## config.mk

```make
export PLATFORM = sky130hd
export DESIGN_NAME = aid_detect
export DESIGN_NICKNAME = d
export VERILOG_FILES = /design/src/logic/aid_tick_div.v /design/src/logic/aid_detect.v
export VERILOG_INCLUDE_DIRS = /design/src /design/src/logic
export SDC_FILE = /design/constraint.sdc
export NUM_CORES = 1
export LEC_CHECK = 0
export BUFFER_PORTS_ARGS = -buffer_cell sky130_fd_sc_hd__buf_2
export CAP_MARGIN = 20
export CORE_ASPECT_RATIO = 1.2
export CORE_MARGIN = 4
export CORE_UTILIZATION = 65
export DETAILED_ROUTE_END_ITERATION = 16
export GPL_TIMING_DRIVEN = 0
export PLACE_DENSITY_LB_ADDON = 0.08
export SYNTH_ARGS = -nofsm -noshare
export SYNTH_HDL_FRONTEND = slang
export SYNTH_SLANG_ARGS = --single-unit
```

## constraint.sdc

```tcl
create_clock -name mclk_i -period 5.8 [get_ports mclk_i]
set_clock_uncertainty 0.1 [all_clocks]
set_input_delay 1.16 -clock mclk_i [delete_from_list [all_inputs] [get_ports mclk_i]]
set_output_delay 1.16 -clock mclk_i [all_outputs]
set_load 0.03 [all_outputs]
```

## src/logic/aid_consts.vh

```
// Constants for the accessory impedance detect sequencer
`ifndef AID_CONSTS_VH
`define AID_CONSTS_VH

// Detection mode encodings
`define AID_MODE_MIC_DISC   3'b000
`define AID_MODE_HP_LEFT    3'b001
`define AID_MODE_HP_RIGHT   3'b010
`define AID_MODE_HP_MICPIN  3'b100
`define AID_MODE_MIC_ADC    3'b111

// Reference select codes (00 is the always-on supply)
`define AID_REF_SUPPLY      2'b00

// Reset values
`define AID_LEVEL_MASK_RST  8'h9f
`define AID_STARTUP_RST     4'h1

// Timing: clock 10 MHz
`define AID_CLK_HZ          10000000
`define AID_QMS_US          250
`define AID_QMS_CYC         ((`AID_CLK_HZ / 1000000) * `AID_QMS_US)
`define AID_MEAS_MIN_US     100
`define AID_MEAS_MAX_US     500
`define AID_MEAS_MIN_CYC    ((`AID_CLK_HZ / 1000000) * `AID_MEAS_MIN_US)
`define AID_MEAS_MAX_CYC    ((`AID_CLK_HZ / 1000000) * `AID_MEAS_MAX_US)
`define AID_SWEEP_HZ        32000
`define AID_SWEEP_CYC       (`AID_CLK_HZ / `AID_SWEEP_HZ)
`define AID_STARTUP_MAXCODE 4'hc

// Headphone result: half-ohm steps, floor 8, ceiling 20000
`define AID_HP_FLOOR        15'h0008
`define AID_HP_CEIL         15'h4e20

`endif

```

## src/logic/aid_tick_div.v

```verilog
// Programmable enable-pulse divider
`timescale 1ns/1ps
module aid_tick_div #(
    parameter WIDTH = 16
) (
    input  wire             mclk_i,
    input  wire             reset_n_i,
    input  wire             run_i,
    input  wire [WIDTH-1:0] period_i,
    output reg              tick_o
);
    reg [WIDTH-1:0] cnt_reg;

    always @(posedge mclk_i or negedge reset_n_i) begin
        if (!reset_n_i) begin
            cnt_reg <= {WIDTH{1'b0}};
            tick_o  <= 1'b0;
        end else if (!run_i) begin
            cnt_reg <= {WIDTH{1'b0}};
            tick_o  <= 1'b0;
        end else if (cnt_reg + 1'b1 >= period_i) begin
            cnt_reg <= {WIDTH{1'b0}};
            tick_o  <= 1'b1;
        end else begin
            cnt_reg <= cnt_reg + 1'b1;
            tick_o  <= 1'b0;
        end
    end
endmodule // aid_tick_div

```

## src/logic/aid_detect.v

```verilog
// Accessory impedance detect sequencer: mic/button and headphone detection
`timescale 1ns/1ps
`include "aid_consts.vh"

module aid_detect #(
    parameter SWEEP_STEPS = 64
) (
    input  wire        mclk_i,
    input  wire        reset_n_i,
    input  wire        mic_detect_enable_i,
    input  wire [2:0]  detect_mode_select_i,
    input  wire        detect_pin_source_i,
    input  wire [1:0]  detect_reference_select_i,
    input  wire [2:0]  bias_n_enable_i,
    input  wire [3:0]  bias_startup_delay_i,
    input  wire [7:0]  level_enable_mask_i,
    input  wire        hp_measure_start_i,
    input  wire [1:0]  hp_sweep_clock_div_i,
    input  wire [2:0]  hp_ramp_hold_time_i,
    input  wire [1:0]  hp_range_select_i,
    input  wire        meas_done_i,
    input  wire [8:0]  meas_level_i,
    input  wire        hp_trip_i,
    output reg  [2:0]  bias_auto_on_o,
    output reg         mic_meas_start_o,
    output reg  [1:0]  sense_pin_sel_o,
    output reg  [8:0]  level_result_o,
    output reg         level_valid_o,
    output reg         hp_source_step_o,
    output reg  [7:0]  hp_source_code_o,
    output reg  [1:0]  hp_range_o,
    output reg         hp_measure_done_o,
    output reg  [14:0] hp_impedance_result_o,
    output reg         hp_measure_done_event_o,
    output reg         hp_gpio_o
);
    localparam ST_IDLE  = 3'd0;
    localparam ST_BIAS  = 3'd1;
    localparam ST_MEAS  = 3'd2;
    localparam ST_HPUP  = 3'd3;
    localparam ST_HPHLD = 3'd4;
    localparam ST_HPDN  = 3'd5;

    // Sized copies of the timing counts, cut by part-select where used
    localparam [31:0] QMS_CYC    = `AID_QMS_CYC;
    localparam [31:0] MEAS_MIN   = `AID_MEAS_MIN_CYC;
    localparam [31:0] MEAS_MAX   = `AID_MEAS_MAX_CYC;
    localparam [31:0] SWEEP_CYC  = `AID_SWEEP_CYC;
    localparam [31:0] SWEEP_LAST = SWEEP_STEPS - 1;

    // Analog comparator and result come from another domain
    reg        done_s1_reg, done_s2_reg;
    reg        trip_s1_reg, trip_s2_reg;
    reg [8:0]  lvl_s1_reg, lvl_s2_reg;

    reg [2:0]  state_reg;
    reg [22:0] wait_reg;
    reg [12:0] step_cnt_reg;
    reg [7:0]  code_reg;
    reg [14:0] hp_impedance_result_reg;
    reg        tick_run;
    reg [15:0] tick_period;
    wire       sweep_tick;

    // Start-up delay in cycles, 0 for code 0, doubles per code step from code 1 up to code 12
    function [22:0] startup_cycles;
        input [3:0] code;
        reg   [3:0] c;
        begin
            c = (code >= `AID_STARTUP_MAXCODE) ? `AID_STARTUP_MAXCODE : code;
            if (c == 4'h0)
                startup_cycles = 23'h00_0000;
            else
                startup_cycles = QMS_CYC[22:0] << (c - 4'h1);
        end
    endfunction

    // Hold time in sweep clocks
    function [12:0] hold_clocks;
        input [2:0] code;
        begin
            case (code)
                3'd0:    hold_clocks = 13'h0001;
                3'd1:    hold_clocks = 13'h0004;
                3'd2:    hold_clocks = 13'h0010;
                3'd3:    hold_clocks = 13'h0040;
                3'd4:    hold_clocks = 13'h0100;
                3'd5:    hold_clocks = 13'h0200;
                3'd6:    hold_clocks = 13'h0300;
                default: hold_clocks = 13'h0400;
            endcase
        end
    endfunction

    // Highest enabled level at or below the raw one; bit 0 is always <3 ohm
    function [8:0] fold_level;
        input [8:0] raw;
        input [7:0] mask;
        integer     i;
        reg         found;
        reg   [8:0] r;
        begin
            r          = raw;
            fold_level = 9'h001;
            found      = 1'b0;
            for (i = 8; i >= 1; i = i - 1) begin
                if (!found && r[i] && mask[i-1]) begin
                    fold_level = 9'h001 << i;
                    found      = 1'b1;
                end else if (!found && r[i]) begin
                    r[i-1] = 1'b1;
                end
            end
        end
    endfunction

    wire [1:0] ref_idx   = detect_reference_select_i - 2'd1;
    wire       ref_bias  = detect_reference_select_i != `AID_REF_SUPPLY;
    wire       sw_bias   = ref_bias && bias_n_enable_i[ref_idx];
    wire       mode_mic  = detect_mode_select_i == `AID_MODE_MIC_DISC;
    wire       mode_hp   = detect_mode_select_i == `AID_MODE_HP_LEFT
                        || detect_mode_select_i == `AID_MODE_HP_RIGHT
                        || detect_mode_select_i == `AID_MODE_HP_MICPIN;

    always @* begin
        tick_run    = state_reg == ST_HPUP || state_reg == ST_HPHLD || state_reg == ST_HPDN;
        // Divider code doubles the period
        tick_period = SWEEP_CYC[15:0] << hp_sweep_clock_div_i;
    end

    aid_tick_div #(.WIDTH(16)) u_sweep (
        .mclk_i    (mclk_i),
        .reset_n_i (reset_n_i),
        .run_i     (tick_run),
        .period_i  (tick_period),
        .tick_o    (sweep_tick)
    );

    always @(posedge mclk_i or negedge reset_n_i) begin
        if (!reset_n_i) begin
            done_s1_reg <= 1'b0;
            done_s2_reg <= 1'b0;
            trip_s1_reg <= 1'b0;
            trip_s2_reg <= 1'b0;
            lvl_s1_reg  <= 9'h000;
            lvl_s2_reg  <= 9'h000;
        end else begin
            done_s1_reg <= meas_done_i;
            done_s2_reg <= done_s1_reg;
            trip_s1_reg <= hp_trip_i;
            trip_s2_reg <= trip_s1_reg;
            lvl_s1_reg  <= meas_level_i;
            lvl_s2_reg  <= lvl_s1_reg;
        end
    end

    always @(posedge mclk_i or negedge reset_n_i) begin
        if (!reset_n_i) begin
            state_reg             <= ST_IDLE;
            wait_reg              <= 23'h00_0000;
            step_cnt_reg          <= 13'h0000;
            code_reg              <= 8'h00;
            hp_impedance_result_reg            <= 15'h0000;
            bias_auto_on_o        <= 3'b000;
            mic_meas_start_o      <= 1'b0;
            sense_pin_sel_o       <= 2'b00;
            level_result_o        <= 9'h000;
            level_valid_o         <= 1'b0;
            hp_source_step_o      <= 1'b0;
            hp_source_code_o      <= 8'h00;
            hp_range_o            <= 2'b00;
            hp_measure_done_o     <= 1'b0;
            hp_impedance_result_o <= 15'h0000;
            hp_measure_done_event_o       <= 1'b0;
            hp_gpio_o             <= 1'b0;
        end else begin
            mic_meas_start_o <= 1'b0;
            hp_source_step_o <= 1'b0;
            hp_measure_done_event_o  <= 1'b0;
            // Pin choice: 0 or 3 first or second mic pin, 1 left, 2 right
            case (detect_mode_select_i)
                `AID_MODE_HP_LEFT:  sense_pin_sel_o <= 2'd1;
                `AID_MODE_HP_RIGHT: sense_pin_sel_o <= 2'd2;
                default:            sense_pin_sel_o <= detect_pin_source_i ? 2'd3 : 2'd0;
            endcase
            hp_range_o <= hp_range_select_i;
            // Start clears done; taken only in idle, so a start in the done cycle is lost
            if (hp_measure_start_i && mode_hp && state_reg == ST_IDLE) begin
                hp_measure_done_o <= 1'b0;
                hp_gpio_o         <= 1'b1;
                code_reg          <= 8'h00;
                state_reg         <= ST_HPUP;
            end else begin
                case (state_reg)
                    ST_IDLE: begin
                        if (mic_detect_enable_i && mode_mic) begin
                            if (ref_bias && !sw_bias) begin
                                bias_auto_on_o <= 3'b001 << ref_idx;
                                wait_reg  <= startup_cycles(bias_startup_delay_i);
                                state_reg <= ST_BIAS;
                            end else begin
                                mic_meas_start_o <= 1'b1;
                                wait_reg  <= 23'h00_0000;
                                state_reg <= ST_MEAS;
                            end
                        end
                    end
                    ST_BIAS: begin
                        if (wait_reg == 23'h00_0000) begin
                            mic_meas_start_o <= 1'b1;
                            state_reg        <= ST_MEAS;
                        end else begin
                            wait_reg <= wait_reg - 23'h00_0001;
                        end
                    end
                    ST_MEAS: begin
                        wait_reg <= wait_reg + 23'h00_0001;
                        // Front end sets duration; clamp to window
                        if ((done_s2_reg && wait_reg >= MEAS_MIN[22:0])
                            || wait_reg >= MEAS_MAX[22:0]) begin
                            level_result_o <= fold_level(lvl_s2_reg, level_enable_mask_i);
                            level_valid_o  <= 1'b1;
                            bias_auto_on_o <= 3'b000;
                            state_reg      <= ST_IDLE;
                        end
                    end
                    ST_HPUP: begin
                        if (sweep_tick) begin
                            hp_source_step_o <= 1'b1;
                            if (trip_s2_reg || code_reg == SWEEP_LAST[7:0]) begin
                                step_cnt_reg <= hold_clocks(hp_ramp_hold_time_i);
                                state_reg    <= ST_HPHLD;
                            end else begin
                                code_reg         <= code_reg + 8'h01;
                                hp_source_code_o <= code_reg + 8'h01;
                            end
                        end
                    end
                    ST_HPHLD: begin
                        if (sweep_tick) begin
                            if (step_cnt_reg <= 13'h0001)
                                state_reg <= ST_HPDN;
                            else
                                step_cnt_reg <= step_cnt_reg - 13'h0001;
                        end
                    end
                    ST_HPDN: begin
                        if (sweep_tick) begin
                            hp_source_step_o <= 1'b1;
                            if (hp_source_code_o == 8'h00) begin
                                hp_measure_done_o     <= 1'b1;
                                hp_impedance_result_o <= hp_impedance_result_reg;
                                hp_measure_done_event_o       <= 1'b1;
                                hp_gpio_o             <= 1'b0;
                                state_reg             <= ST_IDLE;
                            end else begin
                                hp_source_code_o <= hp_source_code_o - 8'h01;
                            end
                        end
                    end
                    default: state_reg <= ST_IDLE;
                endcase
            end
            // Trip code scales across range, clamped to floor; the ceiling test compares the unscaled code plus 8
            if (state_reg == ST_HPHLD) begin
                if ({7'h00, code_reg} + 15'h0008 > `AID_HP_CEIL)
                    hp_impedance_result_reg <= `AID_HP_CEIL;
                else
                    hp_impedance_result_reg <= (({7'h00, code_reg} << {hp_range_o, 1'b0}) < `AID_HP_FLOOR)
                                ? `AID_HP_FLOOR
                                : ({7'h00, code_reg} << {hp_range_o, 1'b0});
            end
        end
    end
endmodule // aid_detect

```

==> summary.md <==
| Metric | Value |
|---|---|
| Endpoints failing hold | 0 |
| Routed WL per cell | 16.9 um |
| HPWL Detailed | 15,200 um |
| Synth warnings | 0 |
| Gp weighted congestion | 0.968 |
| Hold_buf cts | 0 |
| Die width | 114 um |
| P_leak | 4.58 nW |
| Hold Crit Start | lvl_s1_reg[2]$_DFF_PN0_ |
| H-Tree Depth | 4 |
| DIE AREA | 15,300 sq um |
| Number of flops mapped to enable cells by yosys | 0 |
| Largest net degree at the start of global routing | 80 |
| Hold WC Path Type | reg2reg |
| Tot GR Track Use | 28.5% |
| Port bufs | 84 |
| Reg-to-Reg Start | state_reg[2]$_DFFE_PN0P_ |
| Hold_ws | 0.246 ns |
| Max-cap viol count | 0 |
| Worst hold endpoint | lvl_s2_reg[2]$_DFF_PN0_ |
| Synth area leader | dfrtp_1 |
| Via count | 7,823 |
| R2R cell count | 12 |
| CP endpoint kind | flip-flop |
| Grt total ovfl | 0 |
| Fin crit period | 4.52 ns |
| Inserted Clock Buffers | 17 |
| Setup crit start kind | flip-flop |
| Setup slack at placement | 1.39 ns |
| Worst VDD drop | 414 uV |
| Setup-failing EPs final | 0 |
| Max Slew Vio Count | 0 |
| Worst path required time | 6.01 ns |
| Latest clock arrival within the worst-skew pair | 0.43 ns |
| CP Cell Sequence | clkbuf_1 -> nand2b_1 -> nor2_2 -> inv_1 -> fa_1 -> a211o_1 -> a2111oi_4 -> nor4_1 -> or4b_4 -> a31oi_1 -> nor4_1 -> a211o_1 |
| Initial DRC count | 691 |
| Register bit total from synthesis | 142 |
| Core area | 13,200 sq um |
| Area contributors post-synth | dfrtp_1 41%, ha_1 7.0%, o21ai_0 5.3%, nand2_1 4.3%, nor2_1 3.5% |
| Sink Count | 142 |
| Part of the cycle the worst path needs | 77.9% |
| Clk root buf | clkbuf_16 |
| Total Power | 5.46 mW |
| Syn avg cell area | 8.90 sq um |
| Area delta synth->final | 14.2% |
| Crit Path Max Fanout | 26 |
| Worst Path Class, Setup | reg2reg |
| Worst-case clock buffer depth | 2 |
| DRC violations left | 0 |
| Worst hold path cell count | 0 |
| Rel. slew slack | 35.5% |
| WL final | 21,500 um |
| Post-route insts no fill | 1,268 |
| R2r setup slk | 1.28 ns |
| Starting Density | 66.0% |
| Post-CTS Resized | 0 |
| Worst path max stage delay | 0.63 ns |
| Die Height | 135 um |
| Fmax | 0.221 GHz |
| CTS tree | yes |
| Synth unique cells | 77 |
| Mapped cell area | 8700 sq um |
| Global-route wire length before repair | 35,000 um |
| Synth async-reset ratio | 100% |
| Max reg flops | 23 |
| Post-synth top area share | 40.8% |
| RSZ-0062 raised after global routing | false |
| Cell Rows | 46 |
| Cells after Synth | 978 |
| Vias in the first global route | 7,454 |
| # IOs | 88 |
| Slowest cell on crit path | fa_1 |
| Clock transition at path regs | 0.06 ns |
| Fin Setup TNS | 0 ns |
| Number of vias per cell | 6.17 |
| Postcts setup bufs | 0 |
| Layout cell share with drive strength beyond 1 | 13.6% |
| Worst Tran Pin Value | 0.966 ns |
| PwrDens | 549 nW/um^2 |
| Final Worst Setup Slack | 1.28 ns |
| Detailed Routing Iterations Pass 1 | 6 |
| Sequential fraction of the synthesis area | 40.8% |
| DP Cell Count | 1,235 |
| Initial antenna violation count | 2 |
| Outcome | completed |
| Final nets | 1,179 |
| Detail Route Antenna Nets | 0 |
| R2R Path End | wait_reg[22]$_DFFE_PN0P_ |
| Worst path arrival time | 4.72 ns |
| Top FF cell, synth | dfrtp_1 |
## worst max-delay path: cells and delay by family (launching register included)
kind	cells	cell delay [ns]
flops	1	0.36
fa+ha+maj	1	0.63
compound gates	4	1.29
simple gates	5	1.31
buf+inv	2	0.71
## cell families (layout without fill, tap and decap cells)
kind of cell	Yosys count	after routing	synth area share, %
buf+inv	85	201	3.74
flops	142	142	40.8
other cells	1	7	0.0431
compound gates	273	273	20.2
fa+ha+maj	51	51	7.39
simple gates	354	354	19.8
xor+xnor	39	39	3.92
mux	33	33	4.10
## power breakdown
part	total (mW)	switching (mW)	internal, mW
logic	2.98	1.86	1.12
clock network	1.03	0.421	0.608
registers	1.45	0.218	1.23
total	5.46	2.50	2.96
## through the flow
stage | cell area, sq um | util, %
after floorplan | 8720 | -
after global placement | 9350 | 70.9
after detailed placement | 9380 | 71.2
after CTS | 9940 | 75.4
after global routing | 9940 | 75.4
final | 9940 | 75.4
## per-layer routing
metal	wire (um)	global-route usage, %
met5	0	0
met4	763	13.0
met3	1390	6.45
met2	11000	50.1
met1	8280	33.0
## how the worst max path moves through the flow
stage	depth (start not counted)	endpoint	startpoint
2_1_floorplan	12	wait_reg[22]$_DFFE_PN0P_	state_reg[2]$_DFFE_PN0P_
3_3_place_gp	12	wait_reg[22]$_DFFE_PN0P_	state_reg[2]$_DFFE_PN0P_
3_5_place_dp	12	wait_reg[22]$_DFFE_PN0P_	state_reg[2]$_DFFE_PN0P_
6_report	12	wait_reg[22]$_DFFE_PN0P_	state_reg[2]$_DFFE_PN0P_
4_1_cts	12	wait_reg[22]$_DFFE_PN0P_	state_reg[2]$_DFFE_PN0P_
5_1_grt	12	wait_reg[22]$_DFFE_PN0P_	state_reg[2]$_DFFE_PN0P_
## cells in the final DEF (no fill, tap or decap), drive strengths merged, types with 5 or more instances in the layout
cell type	instances
a21o	11
a21oi	53
a221oi	5
a22o	9
a22oi	6
a31oi	11
and2	9
and3	10
buf	91
clkbuf	62
clkinv	7
conb	5
dfrtp	142
ha	49
inv	38
mux2	21
mux2i	12
nand2	99
nand2b	12
nand3	48
nand3b	9
nand4	9
nor2	82
nor2b	16
nor3	26
nor4	13
o211ai	13
o21a	8
o21ai	96
o22ai	5
o31ai	8
or3	5
xnor2	20
xor2	19
## layout make-up
| class | count | area (sq um) |
|---|---|---|
| timing repair buffer | 85 | 454 |
| fill | 984 | 3240 |
| buffer | 47 | 183 |
| inverter | 38 | 143 |
| multi-input combinational | 755 | 4840 |
| clock inverter | 10 | 91.3 |
| tap | 168 | 210 |
| sequential | 142 | 3550 |
| clock buffer | 21 | 460 |
| antenna | 2 | 5.00 |
## synthesized netlist by cell type (4+ instances only)
master    instances
xor2_1           19
mux2i_1          12
nand2_1          99
o211ai_1         13
nor3_1           26
nor4_1           13
o21ai_0          93
clkbuf_1         41
o21bai_1          4
o22ai_1           5
and3_1           10
o21a_1            8
or3_1             5
mux2_2           20
a211oi_1          4
a21oi_1          53
a22o_1            9
and2_1            9
o31a_1            4
a221oi_1          4
nor2b_1          16
inv_1            38
nand3b_1          9
xnor2_1          20
dfrtp_1         142
o31ai_1           8
nor2_1           81
nand4_1           9
a21o_1           11
a31oi_1          11
nand2b_1         12
a211o_1           4
ha_1             49
a22oi_1           6
nand3_1          48
No activity file was read; power rests on OpenSTA's default activity.
